### src/pkg/uart_rx_pkg.sv
// Constants, types and decode functions for the UART receive and flow-control block.
`default_nettype none
package uart_rx_pkg;
  // ----------------------------------------
  // Register offsets on the host port
  // ----------------------------------------
  localparam logic [2:0] ADDR_HOLD = 3'h0;
  localparam logic [2:0] ADDR_IER = 3'h1;
  localparam logic [2:0] ADDR_ISR = 3'h2;
  localparam logic [2:0] ADDR_LCR = 3'h3;
  localparam logic [2:0] ADDR_MCR = 3'h4;
  localparam logic [2:0] ADDR_LSR = 3'h5;
  localparam logic [2:0] ADDR_PAUSE_CHAR_FIRST = 3'h6;
  localparam logic [2:0] ADDR_PAUSE_CHAR_SECOND = 3'h7;
  localparam logic [7:0] ENH_KEY = 8'hBF;
  localparam logic [7:0] REG_RESET = 8'h00;
  // ----------------------------------------
  // Interrupt status codes
  // ----------------------------------------
  localparam logic [5:0] ISR_NONE = 6'h01;
  localparam logic [5:0] ISR_RX_DATA = 6'h04;
  localparam logic [5:0] ISR_TIMEOUT = 6'h0C;
  localparam logic [5:0] ISR_XOFF = 6'h10;
  localparam logic [5:0] ISR_RTSCTS = 6'h20;
  // ----------------------------------------
  // Sizes and counts
  // ----------------------------------------
  localparam int FIFO_DEPTH = 32;
  localparam int ENTRY_W = 11;
  localparam logic [6:0] TIMEOUT_WORDS = 7'd4;
  localparam logic [6:0] TIMEOUT_EXTRA_BITS = 7'd12;
  localparam logic [5:0] XOFF_DELAY_CHARS = 6'd2;

  typedef enum logic [1:0] {
    RX_IDLE = 2'b00,
    RX_START = 2'b01,
    RX_DATA = 2'b10,
    RX_STOP = 2'b11
  } rx_state_t;

  // Oversampling clocks per bit for field value 0, 1, 2 (16x, 8x, 4x).
  function automatic logic [4:0] bit_clocks(input logic [1:0] sel);
    case (sel)
      2'b01: bit_clocks = 5'd8;
      2'b10: bit_clocks = 5'd4;
      default: bit_clocks = 5'd16;
    endcase
  endfunction

  function automatic logic [5:0] trig_level(input logic [1:0] sel);
    case (sel)
      2'b00: trig_level = 6'd8;
      2'b01: trig_level = 6'd16;
      2'b10: trig_level = 6'd24;
      default: trig_level = 6'd30;
    endcase
  endfunction

  function automatic logic [5:0] upper_level(input logic [1:0] sel);
    case (sel)
      2'b00: upper_level = 6'd16;
      2'b01: upper_level = 6'd24;
      2'b10: upper_level = 6'd30;
      default: upper_level = 6'd30;
    endcase
  endfunction

  function automatic logic [5:0] lower_level(input logic [1:0] sel);
    case (sel)
      2'b00: lower_level = 6'd0;
      2'b01: lower_level = 6'd8;
      2'b10: lower_level = 6'd16;
      default: lower_level = 6'd24;
    endcase
  endfunction
endpackage
`default_nettype wire

### src/rtl/rx_fifo.sv
// Synchronous FIFO with valid/ready on both sides and a fill count.
`timescale 1ns/100ps
`default_nettype none
module rx_fifo #(
  parameter int WIDTH = 11,
  parameter int DEPTH = 32
) (
  // Clock and reset
  input wire logic clock,
  input wire logic rst,
  input wire logic flush,
  // Fill side
  input wire logic in_valid,
  output logic in_ready,
  input wire logic [WIDTH-1:0] in_data,
  // Drain side
  output logic out_valid,
  input wire logic out_ready,
  output logic [WIDTH-1:0] out_data,
  output logic [$clog2(DEPTH+1)-1:0] count
);
  localparam int AW = $clog2(DEPTH);
  logic [WIDTH-1:0] mem [DEPTH];
  logic [AW-1:0] wr_q;
  logic [AW-1:0] rd_q;
  logic [$clog2(DEPTH+1)-1:0] cnt_q;
  wire push = in_valid & in_ready;
  wire pop = out_valid & out_ready;

  assign in_ready = (cnt_q != DEPTH[$clog2(DEPTH+1)-1:0]);
  assign out_valid = (cnt_q != '0);
  assign out_data = mem[rd_q];
  assign count = cnt_q;

  always_ff @(posedge clock) begin
    if (push) begin
      mem[wr_q] <= in_data;
    end
  end

  always_ff @(posedge clock or posedge rst) begin
    if (rst) begin
      wr_q <= '0;
      rd_q <= '0;
      cnt_q <= '0;
    end else if (flush) begin
      wr_q <= '0;
      rd_q <= '0;
      cnt_q <= '0;
    end else begin
      if (push) begin
        wr_q <= (wr_q == AW'(DEPTH - 1)) ? '0 : wr_q + 1'b1;
      end
      if (pop) begin
        rd_q <= (rd_q == AW'(DEPTH - 1)) ? '0 : rd_q + 1'b1;
      end
      cnt_q <= cnt_q + {{($clog2(DEPTH+1)-1){1'b0}}, push} - {{($clog2(DEPTH+1)-1){1'b0}}, pop};
    end
  end
endmodule // rx_fifo
`default_nettype wire

### src/rtl/uart_receiver_flow_control.sv
// UART receive path with error-tagged FIFO, timeout, auto RTS/CTS and Xon/Xoff flow control.
//
// Behaviour
// - Start edge begins count; start sampled after 8/4/2 clocks, accepted only if low.
// - Receive shifter timed by 16x, 8x or 4x clock from fractional divisor bits 5:4.
// - Data and stop sampled at bit centre; parity, framing, break in line status 4:2.
// - Receive FIFO holds 32 entries of 8 data bits plus 3 error tags.
// - Reading receive holding pops FIFO; line status 4:2 then show next byte's tags.
// - Data-ready interrupt per character or at trigger level, enabled by enable bit 0.
// - Timeout interrupt after four word lengths plus 12 bit times with data waiting.
// - With enable bit 6 and feature bit 4, RTS rising sets status bit 5, interrupts.
// - Auto RTS goes high at 16/24/30/30 characters; reception continues until full.
// - RTS returns low when fill drains to 0/8/16/24 characters.
// - Auto CTS transmit gating only when feature bit 7 is set.
// - With enable bit 7 and feature bit 4, CTS rising sets status bit 5, interrupts.
// - CTS high pauses transmitter after current stop bit; low resumes it.
// - Received characters compared with pause values; match halts transmitter after character.
// - Pause match sets pause flag and interrupts when enable bit 5 is set.
// - While paused, resume value match restarts transmitter and clears status bit 4.
// - Reset clears all four 8-bit resume and pause character registers.
// - Double mode needs two consecutive characters matching first and second values.
// - Characters consumed as flow-control matches never enter the receive FIFO.
// - Auto pause send two character times after fill reaches 8/16/24/30 trigger.
// - After pause sent, resume characters sent when fill drops to 0/8/16/24.
`timescale 1ns/100ps
`default_nettype none
module uart_receiver_flow_control
  import uart_rx_pkg::*;
#(
  parameter int DEPTH = FIFO_DEPTH
) (
  // Clock and reset
  input wire logic clock,
  input wire logic rst,
  // Oversampling enable from the baud generator
  input wire logic os_tick,
  // Host register port
  input wire logic [2:0] host_addr,
  input wire logic host_rd,
  input wire logic host_wr,
  input wire logic [7:0] host_wdata,
  output logic [7:0] host_rdata,
  output logic irq,
  // Serial pins
  input wire logic rx,
  input wire logic cts_n,
  output logic rts_n,
  // Local transmitter control
  output logic tx_pause,
  output logic tx_flow_send,
  output logic tx_flow_pause_char,
  output logic tx_flow_double,
  output logic [7:0] tx_flow_first,
  output logic [7:0] tx_flow_second
);
  localparam int CW = $clog2(DEPTH + 1);

  // ----------------------------------------
  // Registers
  // ----------------------------------------
  logic [7:0] lcr_q, ier_q, mcr_q, efr_q, frac_q;
  logic [7:0] on1_q, on2_q, off1_q, off2_q;
  logic fifo_en_q;
  logic [1:0] trig_q;
  logic [7:0] rdata_q;
  logic [7:0] rd_val;

  wire enh = (lcr_q == ENH_KEY);
  wire divl = lcr_q[7] & ~enh;
  wire wr_ier = host_wr & (host_addr == ADDR_IER) & ~lcr_q[7];
  wire wr_isr = host_wr & (host_addr == ADDR_ISR);
  wire rd_hold = host_rd & (host_addr == ADDR_HOLD) & ~lcr_q[7];
  wire rd_isr = host_rd & (host_addr == ADDR_ISR) & ~lcr_q[7];
  wire rd_lsr = host_rd & (host_addr == ADDR_LSR) & ~enh;
  wire flush = wr_isr & ~lcr_q[7] & host_wdata[1];

  always_ff @(posedge clock or posedge rst) begin
    if (rst) begin
      lcr_q <= REG_RESET;
      ier_q <= REG_RESET;
      mcr_q <= REG_RESET;
      efr_q <= REG_RESET;
      frac_q <= REG_RESET;
      on1_q <= REG_RESET;
      on2_q <= REG_RESET;
      off1_q <= REG_RESET;
      off2_q <= REG_RESET;
      fifo_en_q <= 1'b0;
      trig_q <= 2'b00;
    end else if (host_wr) begin
      case (host_addr)
        ADDR_IER: if (wr_ier) ier_q <= efr_q[4] ? host_wdata : {ier_q[7:4], host_wdata[3:0]};
        ADDR_ISR: begin
          if (enh) efr_q <= host_wdata;
          else if (divl) frac_q <= host_wdata;
          else if (~lcr_q[7]) begin
            fifo_en_q <= host_wdata[0];
            trig_q <= host_wdata[7:6];
          end
        end
        ADDR_LCR: lcr_q <= host_wdata;
        ADDR_MCR: if (enh) on1_q <= host_wdata; else mcr_q <= host_wdata;
        ADDR_LSR: if (enh) on2_q <= host_wdata;
        ADDR_PAUSE_CHAR_FIRST: if (enh) off1_q <= host_wdata;
        ADDR_PAUSE_CHAR_SECOND: if (enh) off2_q <= host_wdata;
        default: ;
      endcase
    end
  end

  // ----------------------------------------
  // Receive and CTS pin synchronisers
  // ----------------------------------------
  logic rx1_q, rx2_q, rx3_q, rxs_q;
  logic ct1_q, ct2_q, ct3_q, cts_q;
  wire cts_d = (ct2_q == ct3_q) ? ct3_q : cts_q;
  always_ff @(posedge clock or posedge rst) begin
    if (rst) begin
      {rx1_q, rx2_q, rx3_q, rxs_q} <= 4'hF;
      {ct1_q, ct2_q, ct3_q, cts_q} <= 4'hF;
    end else begin
      {rx1_q, rx2_q, rx3_q} <= {rx, rx1_q, rx2_q};
      if (rx2_q == rx3_q) rxs_q <= rx3_q;
      {ct1_q, ct2_q, ct3_q} <= {cts_n, ct1_q, ct2_q};
      cts_q <= cts_d;
    end
  end

  // ----------------------------------------
  // Receive shifter
  // ----------------------------------------
  rx_state_t st_q;
  logic [4:0] os_q;
  logic [3:0] nbit_q;
  logic [8:0] sh_q;
  logic char_v;
  logic [7:0] char_d;
  logic [2:0] char_tag;
  logic rxp_q;
  // Only a falling edge starts a frame, so a line still low after a bad stop bit does not re-trigger.
  wire rx_fall = rxp_q & ~rxs_q;

  wire [4:0] bitclk = bit_clocks(frac_q[5:4]);
  wire [4:0] half = {1'b0, bitclk[4:1]};
  wire [3:0] wl = {2'b00, lcr_q[1:0]} + 4'd5;
  wire [3:0] nframe = wl + {3'b000, lcr_q[3]};
  wire [7:0] wmask = 8'hFF >> (4'd8 - wl);
  wire [7:0] rx_word = sh_q[7:0] & wmask;
  wire rx_par = lcr_q[3] ? sh_q[wl] : 1'b0;
  wire par_err = lcr_q[3] & ~lcr_q[5] & ((^rx_word) ^ rx_par ^ ~lcr_q[4]);
  wire brk = (rx_word == 8'h00) & ~rx_par & ~rxs_q;

  always_ff @(posedge clock or posedge rst) begin
    if (rst) begin
      st_q <= RX_IDLE;
      os_q <= 5'd0;
      nbit_q <= 4'd0;
      sh_q <= 9'h000;
      char_v <= 1'b0;
      char_d <= 8'h00;
      char_tag <= 3'b000;
      rxp_q <= 1'b1;
    end else begin
      char_v <= 1'b0;
      rxp_q <= rxs_q;
      case (st_q)
        RX_IDLE: begin
          os_q <= 5'd0;
          if (rx_fall) st_q <= RX_START;
        end
        RX_START: if (os_tick) begin
          os_q <= os_q + 5'd1;
          if (os_q == half - 5'd1) begin
            os_q <= 5'd0;
            nbit_q <= 4'd0;
            st_q <= rxs_q ? RX_IDLE : RX_DATA;
          end
        end
        RX_DATA: if (os_tick) begin
          os_q <= os_q + 5'd1;
          if (os_q == bitclk - 5'd1) begin
            os_q <= 5'd0;
            sh_q <= {rxs_q, sh_q[8:1]};
            nbit_q <= nbit_q + 4'd1;
            if (nbit_q == nframe - 4'd1) st_q <= RX_STOP;
          end
        end
        RX_STOP: if (os_tick) begin
          os_q <= os_q + 5'd1;
          if (os_q == bitclk - 5'd1) begin
            st_q <= RX_IDLE;
            char_v <= 1'b1;
            char_d <= rx_word;
            char_tag <= {brk, ~rxs_q, par_err};
          end
        end
        default: st_q <= RX_IDLE;
      endcase
      if (st_q == RX_DATA && os_tick && os_q == bitclk - 5'd1 && nbit_q == nframe - 4'd1) begin
        sh_q <= 9'({rxs_q, sh_q[8:1]} >> (4'd9 - nframe));
      end
    end
  end

  // ----------------------------------------
  // Software flow-control filter
  // ----------------------------------------
  logic pend_q, pend_off_q, late_q, susp_q, xoff_flag_q;
  logic [10:0] pend_d, late_d;
  wire [10:0] entry = {char_tag, char_d};
  wire dbl = (efr_q[1:0] == 2'b11);
  wire sgl = ^efr_q[1:0];
  wire [7:0] sel_off = efr_q[1] ? off1_q : off2_q;
  wire [7:0] sel_on = efr_q[1] ? on1_q : on2_q;
  wire m_off1 = ((char_d ^ off1_q) & wmask) == 8'h00;
  wire m_off2 = ((char_d ^ off2_q) & wmask) == 8'h00;
  wire m_on1 = ((char_d ^ on1_q) & wmask) == 8'h00;
  wire m_on2 = ((char_d ^ on2_q) & wmask) == 8'h00;
  wire m_soff = ((char_d ^ sel_off) & wmask) == 8'h00;
  wire m_son = ((char_d ^ sel_on) & wmask) == 8'h00;
  wire pair_off = pend_q & pend_off_q & m_off2;
  wire pair_on = pend_q & ~pend_off_q & m_on2;
  wire start_pair = dbl & ~pend_q & (m_off1 | (susp_q & m_on1));
  wire do_off = char_v & (sgl ? m_soff : dbl & pair_off);
  wire do_on = char_v & susp_q & (sgl ? ~m_soff & m_son : dbl & pair_on);
  wire pend_break = char_v & dbl & pend_q & ~pair_off & ~pair_on;
  wire push_char = char_v & ~do_off & ~do_on & ~start_pair & ~pend_break;
  wire push_v = push_char | pend_break | late_q;
  wire [10:0] push_d = pend_break ? pend_d : (late_q ? late_d : entry);

  always_ff @(posedge clock or posedge rst) begin
    if (rst) begin
      pend_q <= 1'b0;
      pend_off_q <= 1'b0;
      pend_d <= 11'h000;
      late_q <= 1'b0;
      late_d <= 11'h000;
      susp_q <= 1'b0;
      xoff_flag_q <= 1'b0;
    end else begin
      late_q <= pend_break;
      if (pend_break) late_d <= entry;
      if (char_v) pend_q <= char_v & start_pair;
      if (char_v & start_pair) begin
        pend_off_q <= m_off1;
        pend_d <= entry;
      end
      if (do_off) susp_q <= 1'b1;
      else if (do_on) susp_q <= 1'b0;
      if (do_off) xoff_flag_q <= 1'b1;
      else if (do_on) xoff_flag_q <= 1'b0;
    end
  end

  // ----------------------------------------
  // Receive FIFO
  // ----------------------------------------
  logic in_ready, out_valid, ovr_q;
  logic [10:0] head;
  logic [CW-1:0] cnt;

  rx_fifo #(.WIDTH(ENTRY_W), .DEPTH(DEPTH)) u_fifo (
    .clock(clock),
    .rst(rst),
    .flush(flush),
    .in_valid(push_v),
    .in_ready(in_ready),
    .in_data(push_d),
    .out_valid(out_valid),
    .out_ready(rd_hold),
    .out_data(head),
    .count(cnt)
  );

  wire [CW-1:0] trig = CW'(trig_level(trig_q));
  wire [CW-1:0] hi_lvl = CW'(upper_level(trig_q));
  wire [CW-1:0] lo_lvl = CW'(lower_level(trig_q));
  wire rx_ready = fifo_en_q ? (cnt >= trig) : out_valid;

  // ----------------------------------------
  // Bit-time divider, timeout and pause-send delay
  // ----------------------------------------
  logic [4:0] bdiv_q;
  logic [6:0] to_q;
  logic [5:0] dly_q;
  logic sent_q, send_q, send_off_q;
  logic [7:0] first_q, second_q;
  wire bit_tick = os_tick & (bdiv_q >= bitclk - 5'd1);
  wire [6:0] to_lim = TIMEOUT_WORDS * {3'b000, wl} + TIMEOUT_EXTRA_BITS;
  wire to_hit = out_valid & (to_q >= to_lim);
  wire [5:0] char_bits = {2'b00, nframe} + {5'b00000, lcr_q[2]} + 6'd2;
  wire [5:0] dly_lim = 6'(XOFF_DELAY_CHARS * char_bits);
  wire auto_tx = (efr_q[3:2] != 2'b00);
  wire tx_dbl = (efr_q[3:2] == 2'b11);

  always_ff @(posedge clock or posedge rst) begin
    if (rst) begin
      bdiv_q <= 5'd0;
      to_q <= 7'd0;
      dly_q <= 6'd0;
      sent_q <= 1'b0;
      send_q <= 1'b0;
      send_off_q <= 1'b0;
      first_q <= 8'h00;
      second_q <= 8'h00;
    end else begin
      send_q <= 1'b0;
      if (os_tick) bdiv_q <= bit_tick ? 5'd0 : bdiv_q + 5'd1;
      if (char_v | rd_hold | ~out_valid) to_q <= 7'd0;
      else if (bit_tick & ~to_hit) to_q <= to_q + 7'd1;
      if (~auto_tx | sent_q | cnt < trig) dly_q <= 6'd0;
      else if (bit_tick) dly_q <= dly_q + 6'd1;
      if (auto_tx & ~sent_q & cnt >= trig & dly_q >= dly_lim) begin
        sent_q <= 1'b1;
        send_q <= 1'b1;
        send_off_q <= 1'b1;
        first_q <= (efr_q[3:2] == 2'b01) ? off2_q : off1_q;
        second_q <= off2_q;
      end else if (sent_q & cnt <= lo_lvl) begin
        sent_q <= 1'b0;
        send_q <= auto_tx;
        send_off_q <= 1'b0;
        first_q <= (efr_q[3:2] == 2'b01) ? on2_q : on1_q;
        second_q <= on2_q;
      end
    end
  end

  // ----------------------------------------
  // Hardware flow control and status
  // ----------------------------------------
  logic rts_off_q, rts_q, mflag_q, pause_q;
  wire rts_d = efr_q[6] ? (~mcr_q[1] | rts_off_q) : ~mcr_q[1];
  wire rts_rise = rts_d & ~rts_q & ier_q[6] & efr_q[4];
  wire cts_rise = cts_d & ~cts_q & ier_q[7] & efr_q[4];

  always_ff @(posedge clock or posedge rst) begin
    if (rst) begin
      rts_off_q <= 1'b0;
      rts_q <= 1'b1;
      mflag_q <= 1'b0;
      pause_q <= 1'b0;
      ovr_q <= 1'b0;
      rdata_q <= 8'h00;
    end else begin
      if (cnt >= hi_lvl) rts_off_q <= 1'b1;
      else if (cnt <= lo_lvl) rts_off_q <= 1'b0;
      rts_q <= rts_d;
      if (rts_rise | cts_rise) mflag_q <= 1'b1;
      else if (rd_isr) mflag_q <= 1'b0;
      pause_q <= (efr_q[7] & cts_q) | susp_q;
      if (push_v & ~in_ready) ovr_q <= 1'b1;
      else if (rd_lsr) ovr_q <= 1'b0;
      if (host_rd) rdata_q <= rd_val;
    end
  end

  wire [2:0] tags = out_valid ? head[10:8] : 3'b000;
  wire [7:0] line_status = {3'b000, tags, ovr_q, out_valid};
  wire [5:0] isr_code = (ier_q[0] & to_hit) ? ISR_TIMEOUT :
                        (ier_q[0] & rx_ready) ? ISR_RX_DATA :
                        (ier_q[5] & xoff_flag_q) ? ISR_XOFF :
                        mflag_q ? ISR_RTSCTS : ISR_NONE;
  wire [7:0] interrupt_status = {fifo_en_q, fifo_en_q, isr_code};
  always_comb begin
    case (host_addr)
      ADDR_HOLD: rd_val = lcr_q[7] ? 8'h00 : head[7:0];
      ADDR_IER: rd_val = lcr_q[7] ? 8'h00 : ier_q;
      ADDR_ISR: rd_val = enh ? efr_q : (divl ? frac_q : interrupt_status);
      ADDR_LCR: rd_val = lcr_q;
      ADDR_MCR: rd_val = enh ? on1_q : mcr_q;
      ADDR_LSR: rd_val = enh ? on2_q : line_status;
      ADDR_PAUSE_CHAR_FIRST: rd_val = enh ? off1_q : 8'h00;
      ADDR_PAUSE_CHAR_SECOND: rd_val = enh ? off2_q : 8'h00;
      default: rd_val = 8'h00;
    endcase
  end

  assign host_rdata = rdata_q;
  assign irq = (isr_code != ISR_NONE);
  assign rts_n = rts_q;
  assign tx_pause = pause_q;
  assign tx_flow_send = send_q;
  assign tx_flow_pause_char = send_off_q;
  assign tx_flow_double = tx_dbl;
  assign tx_flow_first = first_q;
  assign tx_flow_second = second_q;
endmodule // uart_receiver_flow_control
`default_nettype wire
### config.mk
export PLATFORM = sky130hd
export DESIGN_NAME = uart_receiver_flow_control
export DESIGN_NICKNAME = d
export VERILOG_FILES = /design/src/pkg/uart_rx_pkg.sv /design/src/rtl/rx_fifo.sv /design/src/rtl/uart_receiver_flow_control.sv
export SDC_FILE = /design/constraint.sdc
export NUM_CORES = 1
export LEC_CHECK = 0
export ABC_AREA = 1
export BUFFER_PORTS_ARGS = -buffer_cell sky130_fd_sc_hd__buf_4
export CAP_MARGIN = 15
export CELL_PAD_IN_SITES_DETAIL_PLACEMENT = 2
export CELL_PAD_IN_SITES_GLOBAL_PLACEMENT = 2
export CORE_ASPECT_RATIO = 1.75
export CORE_MARGIN = 1
export CORE_UTILIZATION = 41
export DETAILED_ROUTE_END_ITERATION = 8
export PLACE_DENSITY = 0.83
export SLEW_MARGIN = 10
export SYNTH_ARGS = -nofsm -noshare
export SYNTH_HDL_FRONTEND = slang
export SYNTH_SLANG_ARGS = --single-unit
### constraint.sdc
create_clock -name clock -period 11.1 [get_ports clock]
set_clock_uncertainty 0.15 [all_clocks]
set_input_delay 3.33 -clock clock [delete_from_list [all_inputs] [get_ports clock]]
set_output_delay 3.33 -clock clock [all_outputs]
set_load 0.01 [all_outputs]
==> report_table.html <==
<table>
<tr><th>Metric</th><th>Value</th></tr>
<tr><th colspan="2">Run status</th></tr>
<tr><td>Run status</td><td>finished, final reports clean</td></tr>
<tr><th colspan="2">Timing</th></tr>
<tr><td>Total count of max-transition violations in the final report</td><td>0</td></tr>
<tr><td>Final setup violating endpoints</td><td>0</td></tr>
<tr><td>Setup repair after global routing missed its margin</td><td>false</td></tr>
<tr><td>Hold Fails Final Rpt</td><td>0</td></tr>
<tr><td>Worst slew margin</td><td>0.202</td></tr>
<tr><td>Aggregate negative setup slack</td><td>0 ps</td></tr>
<tr><td>Min Tclk post-route</td><td>between 7000 and 8000 ps</td></tr>
<tr><td>Fmax</td><td>141 MHz</td></tr>
<tr><td>Final critical-path setup slack</td><td>3990 ps</td></tr>
<tr><td>Least-Margin Pin Slew</td><td>around 1200 ps</td></tr>
<tr><td>Tcrit/Tclk final</td><td>0.641</td></tr>
<tr><th colspan="2">Setup path</th></tr>
<tr><td>Critical-path cell list</td><td>ha_1 -&gt; inv_2 -&gt; nand2_2 -&gt; nand2_4 -&gt; ha_1 -&gt; a21oi_1 -&gt; o21a_1 -&gt; a21oi_1 -&gt; nand2_1 -&gt; nand4_1 -&gt; buf_4</td></tr>
<tr><td>Slack of the worst reg-to-reg path</td><td>6010 ps</td></tr>
<tr><td>Cell with the largest stage delay on the worst path</td><td>sky130_fd_sc_hd__dfrtp_1</td></tr>
<tr><td>R2R cell count</td><td>25</td></tr>
<tr><td>Buffer and inverter count on the worst path</td><td>2</td></tr>
<tr><td>Class of the most critical setup path</td><td>reg -&gt; out</td></tr>
<tr><td>Crit start category</td><td>register</td></tr>
<tr><td>Reg-to-Reg End</td><td>u_fifo.count[4]$_DFF_PP0_</td></tr>
<tr><td>Setup crit end</td><td>irq</td></tr>
<tr><td>Path length in cells of the critical path</td><td>11</td></tr>
<tr><td>Delay contributed by the slowest stage of the critical path</td><td>660 ps</td></tr>
<tr><td>Kind of cell adding the most delay to the critical path</td><td>adder cells</td></tr>
<tr><td>Timing startpoint of the critical path</td><td>lcr_q[0]$_DFFE_PP0P_</td></tr>
<tr><td>Data required time at the worst endpoint</td><td>7620 ps</td></tr>
<tr><td>Kind of end point of the critical path</td><td>output pin</td></tr>
<tr><td>Worst flop-to-flop path startpoint</td><td>lcr_q[0]$_DFFE_PP0P_</td></tr>
<tr><td>CP Data Arrival Time</td><td>3630 ps</td></tr>
<tr><td>CP max FO</td><td>23</td></tr>
<tr><th colspan="2">Synthesis</th></tr>
<tr><td>Total of warnings raised by yosys</td><td>0</td></tr>
<tr><td>Mean post-synth cell area</td><td>approximately 9.6 sq um</td></tr>
<tr><td>Count of cell types in the netlist</td><td>55</td></tr>
<tr><td>Share of the yosys chip area belonging to registers</td><td>0.600</td></tr>
<tr><td>Flop and latch count out of synthesis</td><td>559</td></tr>
<tr><td>Net count of the mapped netlist</td><td>2,809</td></tr>
<tr><td>Mux contribution to synthesized area</td><td>0</td></tr>
<tr><td>Synthesized netlist cell count</td><td>2,730</td></tr>
<tr><td>Parity-gate share of the synthesized area counting xor and xnor cells</td><td>0.0120</td></tr>
<tr><td>Adder-cell share of the synthesized area</td><td>0.0300</td></tr>
<tr><td>Number of flops mapped to enable cells by yosys</td><td>352</td></tr>
<tr><td>Post-synthesis share of cell area spent on and, or, nand and nor gates</td><td>0.188</td></tr>
<tr><td>Compound-cell area share of the yosys netlist</td><td>0.119</td></tr>
<tr><td>Top_reg_cell synth</td><td>sky130_fd_sc_hd__edfxtp_1</td></tr>
<tr><td>Post-synth design cell area</td><td>0.0263 sq mm</td></tr>
<tr><td>Synth async-reset ratio</td><td>0.370</td></tr>
<tr><td>Dominant combinational cell family by area after synthesis</td><td>simple AND/OR/NAND/NOR gates</td></tr>
<tr><th colspan="2">Die</th></tr>
<tr><td>Core Rows</td><td>122</td></tr>
<tr><td>Starting utilization of the core area</td><td>0.415</td></tr>
<tr><td>Chip width</td><td>193 um</td></tr>
<tr><td>Die boundary height</td><td>337 um</td></tr>
<tr><td>I/O pin total</td><td>48</td></tr>
<tr><td>CORE AREA</td><td>0.0633 sq mm</td></tr>
<tr><td>Area of the die</td><td>0.0651 sq mm</td></tr>
<tr><th colspan="2">Detailed routing</th></tr>
<tr><td>Initial DRC Count</td><td>1,244</td></tr>
<tr><td>Final routed wirelength across all metal layers</td><td>roughly 99,000 um</td></tr>
<tr><td>Detailed-routing wirelength on met1</td><td>around 34,000 um</td></tr>
<tr><td>Number of nets still failing antenna checks after routing</td><td>0</td></tr>
<tr><td>Uppermost signal routing layer after detailed routing</td><td>met4</td></tr>
<tr><td># DRC</td><td>0</td></tr>
<tr><td>Via count</td><td>21,200</td></tr>
<tr><td>Routed length per instance</td><td>roughly 27 um</td></tr>
<tr><td>Sum of met2 wire segment lengths after detailed routing</td><td>54,400 um</td></tr>
<tr><td>Total iterations of the first detailed-routing run</td><td>7</td></tr>
<tr><td>Vias per inst</td><td>5.88</td></tr>
<tr><td>Length of routed met3 wiring</td><td>approximately 3600 um</td></tr>
<tr><th colspan="2">Clocking</th></tr>
<tr><td>Clock insertion delay at the later pin of the skew report</td><td>640 ps</td></tr>
<tr><td>Number of sinks on the clock net</td><td>559</td></tr>
<tr><td>Clock transition at the registers of the reported paths</td><td>approximately 60 ps</td></tr>
<tr><td>Cell at the root of the clock tree</td><td>sky130_fd_sc_hd__clkbuf_16</td></tr>
<tr><td>Number of gates given a new drive strength after cts</td><td>0</td></tr>
<tr><td>H-tree depth</td><td>2</td></tr>
<tr><td>Number of buffers on the longest clock path</td><td>3</td></tr>
<tr><td>Number of buffers inserted during clock tree synthesis</td><td>53</td></tr>
<tr><td>Post-CTS Setup Inserts</td><td>0</td></tr>
<tr><td>Hold-fix buffers at CTS</td><td>0</td></tr>
<tr><td>TritonCTS clock tree</td><td>yes</td></tr>
<tr><th colspan="2">GRT</th></tr>
<tr><td>Number of global-route vias before repair</td><td>24,100</td></tr>
<tr><td>Antenna violations before repair</td><td>0</td></tr>
<tr><td>GRT Resource Usage Total</td><td>0.308</td></tr>
<tr><td>Maximum number of pins on one net before global-route repair</td><td>81</td></tr>
<tr><td>Aggregate global routing overflow</td><td>0</td></tr>
<tr><td>Wire length of the first global-routing pass</td><td>150,000 um</td></tr>
<tr><th colspan="2">Power and ir drop</th></tr>
<tr><td>Total power consumption of the routed design</td><td>6.13 mW</td></tr>
<tr><td>Switching pwr</td><td>approximately 2.3 mW</td></tr>
<tr><td>Leakage power figure</td><td>11.7 nW</td></tr>
<tr><td>Clock network power share</td><td>0.304</td></tr>
<tr><td>Part of the power in combinational logic</td><td>0.292</td></tr>
<tr><td>Power share of the sequential group</td><td>0.404</td></tr>
<tr><td>Proportion of total power due to net switching</td><td>0.369</td></tr>
<tr><td>Power density of the placed cells</td><td>209 mW/mm^2</td></tr>
<tr><td>Internal power consumption</td><td>3.87 mW</td></tr>
<tr><td>Worst supply voltage drop on vdd</td><td>143 uV</td></tr>
<tr><th colspan="2">Placement</th></tr>
<tr><td>Global placer's final weighted congestion</td><td>0.881</td></tr>
<tr><td>Worst setup slack before clock tree synthesis</td><td>4660 ps</td></tr>
<tr><td>Number of buffers inserted by port buffering</td><td>47</td></tr>
<tr><td>HPWL reported at the end of detailed placement</td><td>69,000 um</td></tr>
<tr><th colspan="2">Cells and area</th></tr>
<tr><td>Layout overhead on the synthesized area</td><td>11.4%</td></tr>
<tr><td>Share of post-route cells with drive strength above 1</td><td>0.0870</td></tr>
<tr><td>Count of inserted antenna diode cells</td><td>0</td></tr>
<tr><td>Post-layout nets</td><td>2,839</td></tr>
<tr><th colspan="2">Worst hold path</th></tr>
<tr><td>Worst hold path type</td><td>reg -&gt; reg</td></tr>
<tr><th colspan="2">Flow run</th></tr>
<tr><td>Number of max-cap violations</td><td>0</td></tr>
</table>
-- flip-flops by register name, indices dropped and copies added, names as in the netlist, 9 cells and up, named ones only --
register and count:
u_fifo.mem 352, sh_q 9, late_d 11, pend_d 11
-- through the flow --
stage	instance area, sq um	utilization	hold WS (ps)	std cells
final	29300	0.462	201	3611
after global routing	29300	0.462	212	3611
after CTS	29300	0.462	207	3611
after detailed placement	27600	0.435	201	3511
after global placement	27600	0.435	196	3511
after floorplan	26300	-	195	2730
-- cell usage after synthesis (18+ instances only) --
master,count,area (sq um)
sky130_fd_sc_hd__nand2_1,622,2330
sky130_fd_sc_hd__edfxtp_1,352,10600
sky130_fd_sc_hd__o21ai_0,316,1580
sky130_fd_sc_hd__nor2_1,261,980
sky130_fd_sc_hd__dfrtp_1,197,4930
sky130_fd_sc_hd__nand3_1,195,976
sky130_fd_sc_hd__inv_1,187,702
sky130_fd_sc_hd__a21oi_1,94,470
sky130_fd_sc_hd__clkbuf_1,94,353
sky130_fd_sc_hd__ha_1,59,738
sky130_fd_sc_hd__nor3_1,57,285
sky130_fd_sc_hd__o22ai_1,47,294
sky130_fd_sc_hd__o221ai_1,40,350
sky130_fd_sc_hd__buf_2,22,110
sky130_fd_sc_hd__xor2_1,21,184
sky130_fd_sc_hd__nand4_1,20,125
sky130_fd_sc_hd__a22oi_1,18,135
-- area by class of cell --
type	instances	area (sq um)
fill	6699	34100
inverter	199	757
clock inverter	31	304
multi-input combinational	1840	9230
sequential	559	15800
timing repair buffer	107	803
clock buffer	69	1420
tap	806	1010
-- logic make-up after synthesis --
kind of cell / Yosys count
fa+ha+maj: 62
flops: 559
xor+xnor: 36
simple gates: 1187
other cells: 1
compound gates: 554
buf+inv: 331
-- worst min-delay path by stage --
stage | startpoint | to | slack (ps) | cells past startpoint
floorplan | ct1_q$_DFF_PP1_ | ct2_q$_DFF_PP1_ | 200 | 0
global placement | rx1_q$_DFF_PP1_ | rx2_q$_DFF_PP1_ | 200 | 0
detailed placement | rx1_q$_DFF_PP1_ | rx2_q$_DFF_PP1_ | 200 | 0
CTS | rx1_q$_DFF_PP1_ | rx2_q$_DFF_PP1_ | 210 | 0
global route | rx1_q$_DFF_PP1_ | rx2_q$_DFF_PP1_ | 210 | 0
finish | rx1_q$_DFF_PP1_ | rx2_q$_DFF_PP1_ | 200 | 0
-- placed cells by master, fill, tap and decap left out, drive strengths merged, types with 2 or more instances in the layout --
master and n:
clkbuf 69, inv 193, or2 10, xnor2 15, and3 2, buf 107
dfrtp 197, o211ai 13, nor2 264, dfstp 10, o21ai 320, nor3 59
nand3 196, clkinv 31, bufinv 5, a31oi 2, nand4 20, o31ai 4
nand2 632, ha 59, o21bai 3, fa 2, xor2 21, a211oi 3
a21oi 94, o221ai 40, edfxtp 352, a22oi 18, a22o 2, o22ai 47
-- power by group through the flow --
stage                     logic, mW  registers, mW  clock network [mW]
after floorplan                1.10           2.45                   0
after global placement         1.63           2.51                   0
after detailed placement       1.77           2.52                   0
after CTS                      1.80           2.47                1.90
after global routing           1.96           2.49                1.96
final                          1.79           2.48                1.87
-- metal layers --
metal / global-route usage / vias up
li1: - / 9441
met1: 0.311 / 11000
met2: 0.604 / 576
met3: 0.0350 / 262
met4: 0.186 / 0
met5: 0 / -
(Power assumes the default switching activity.)
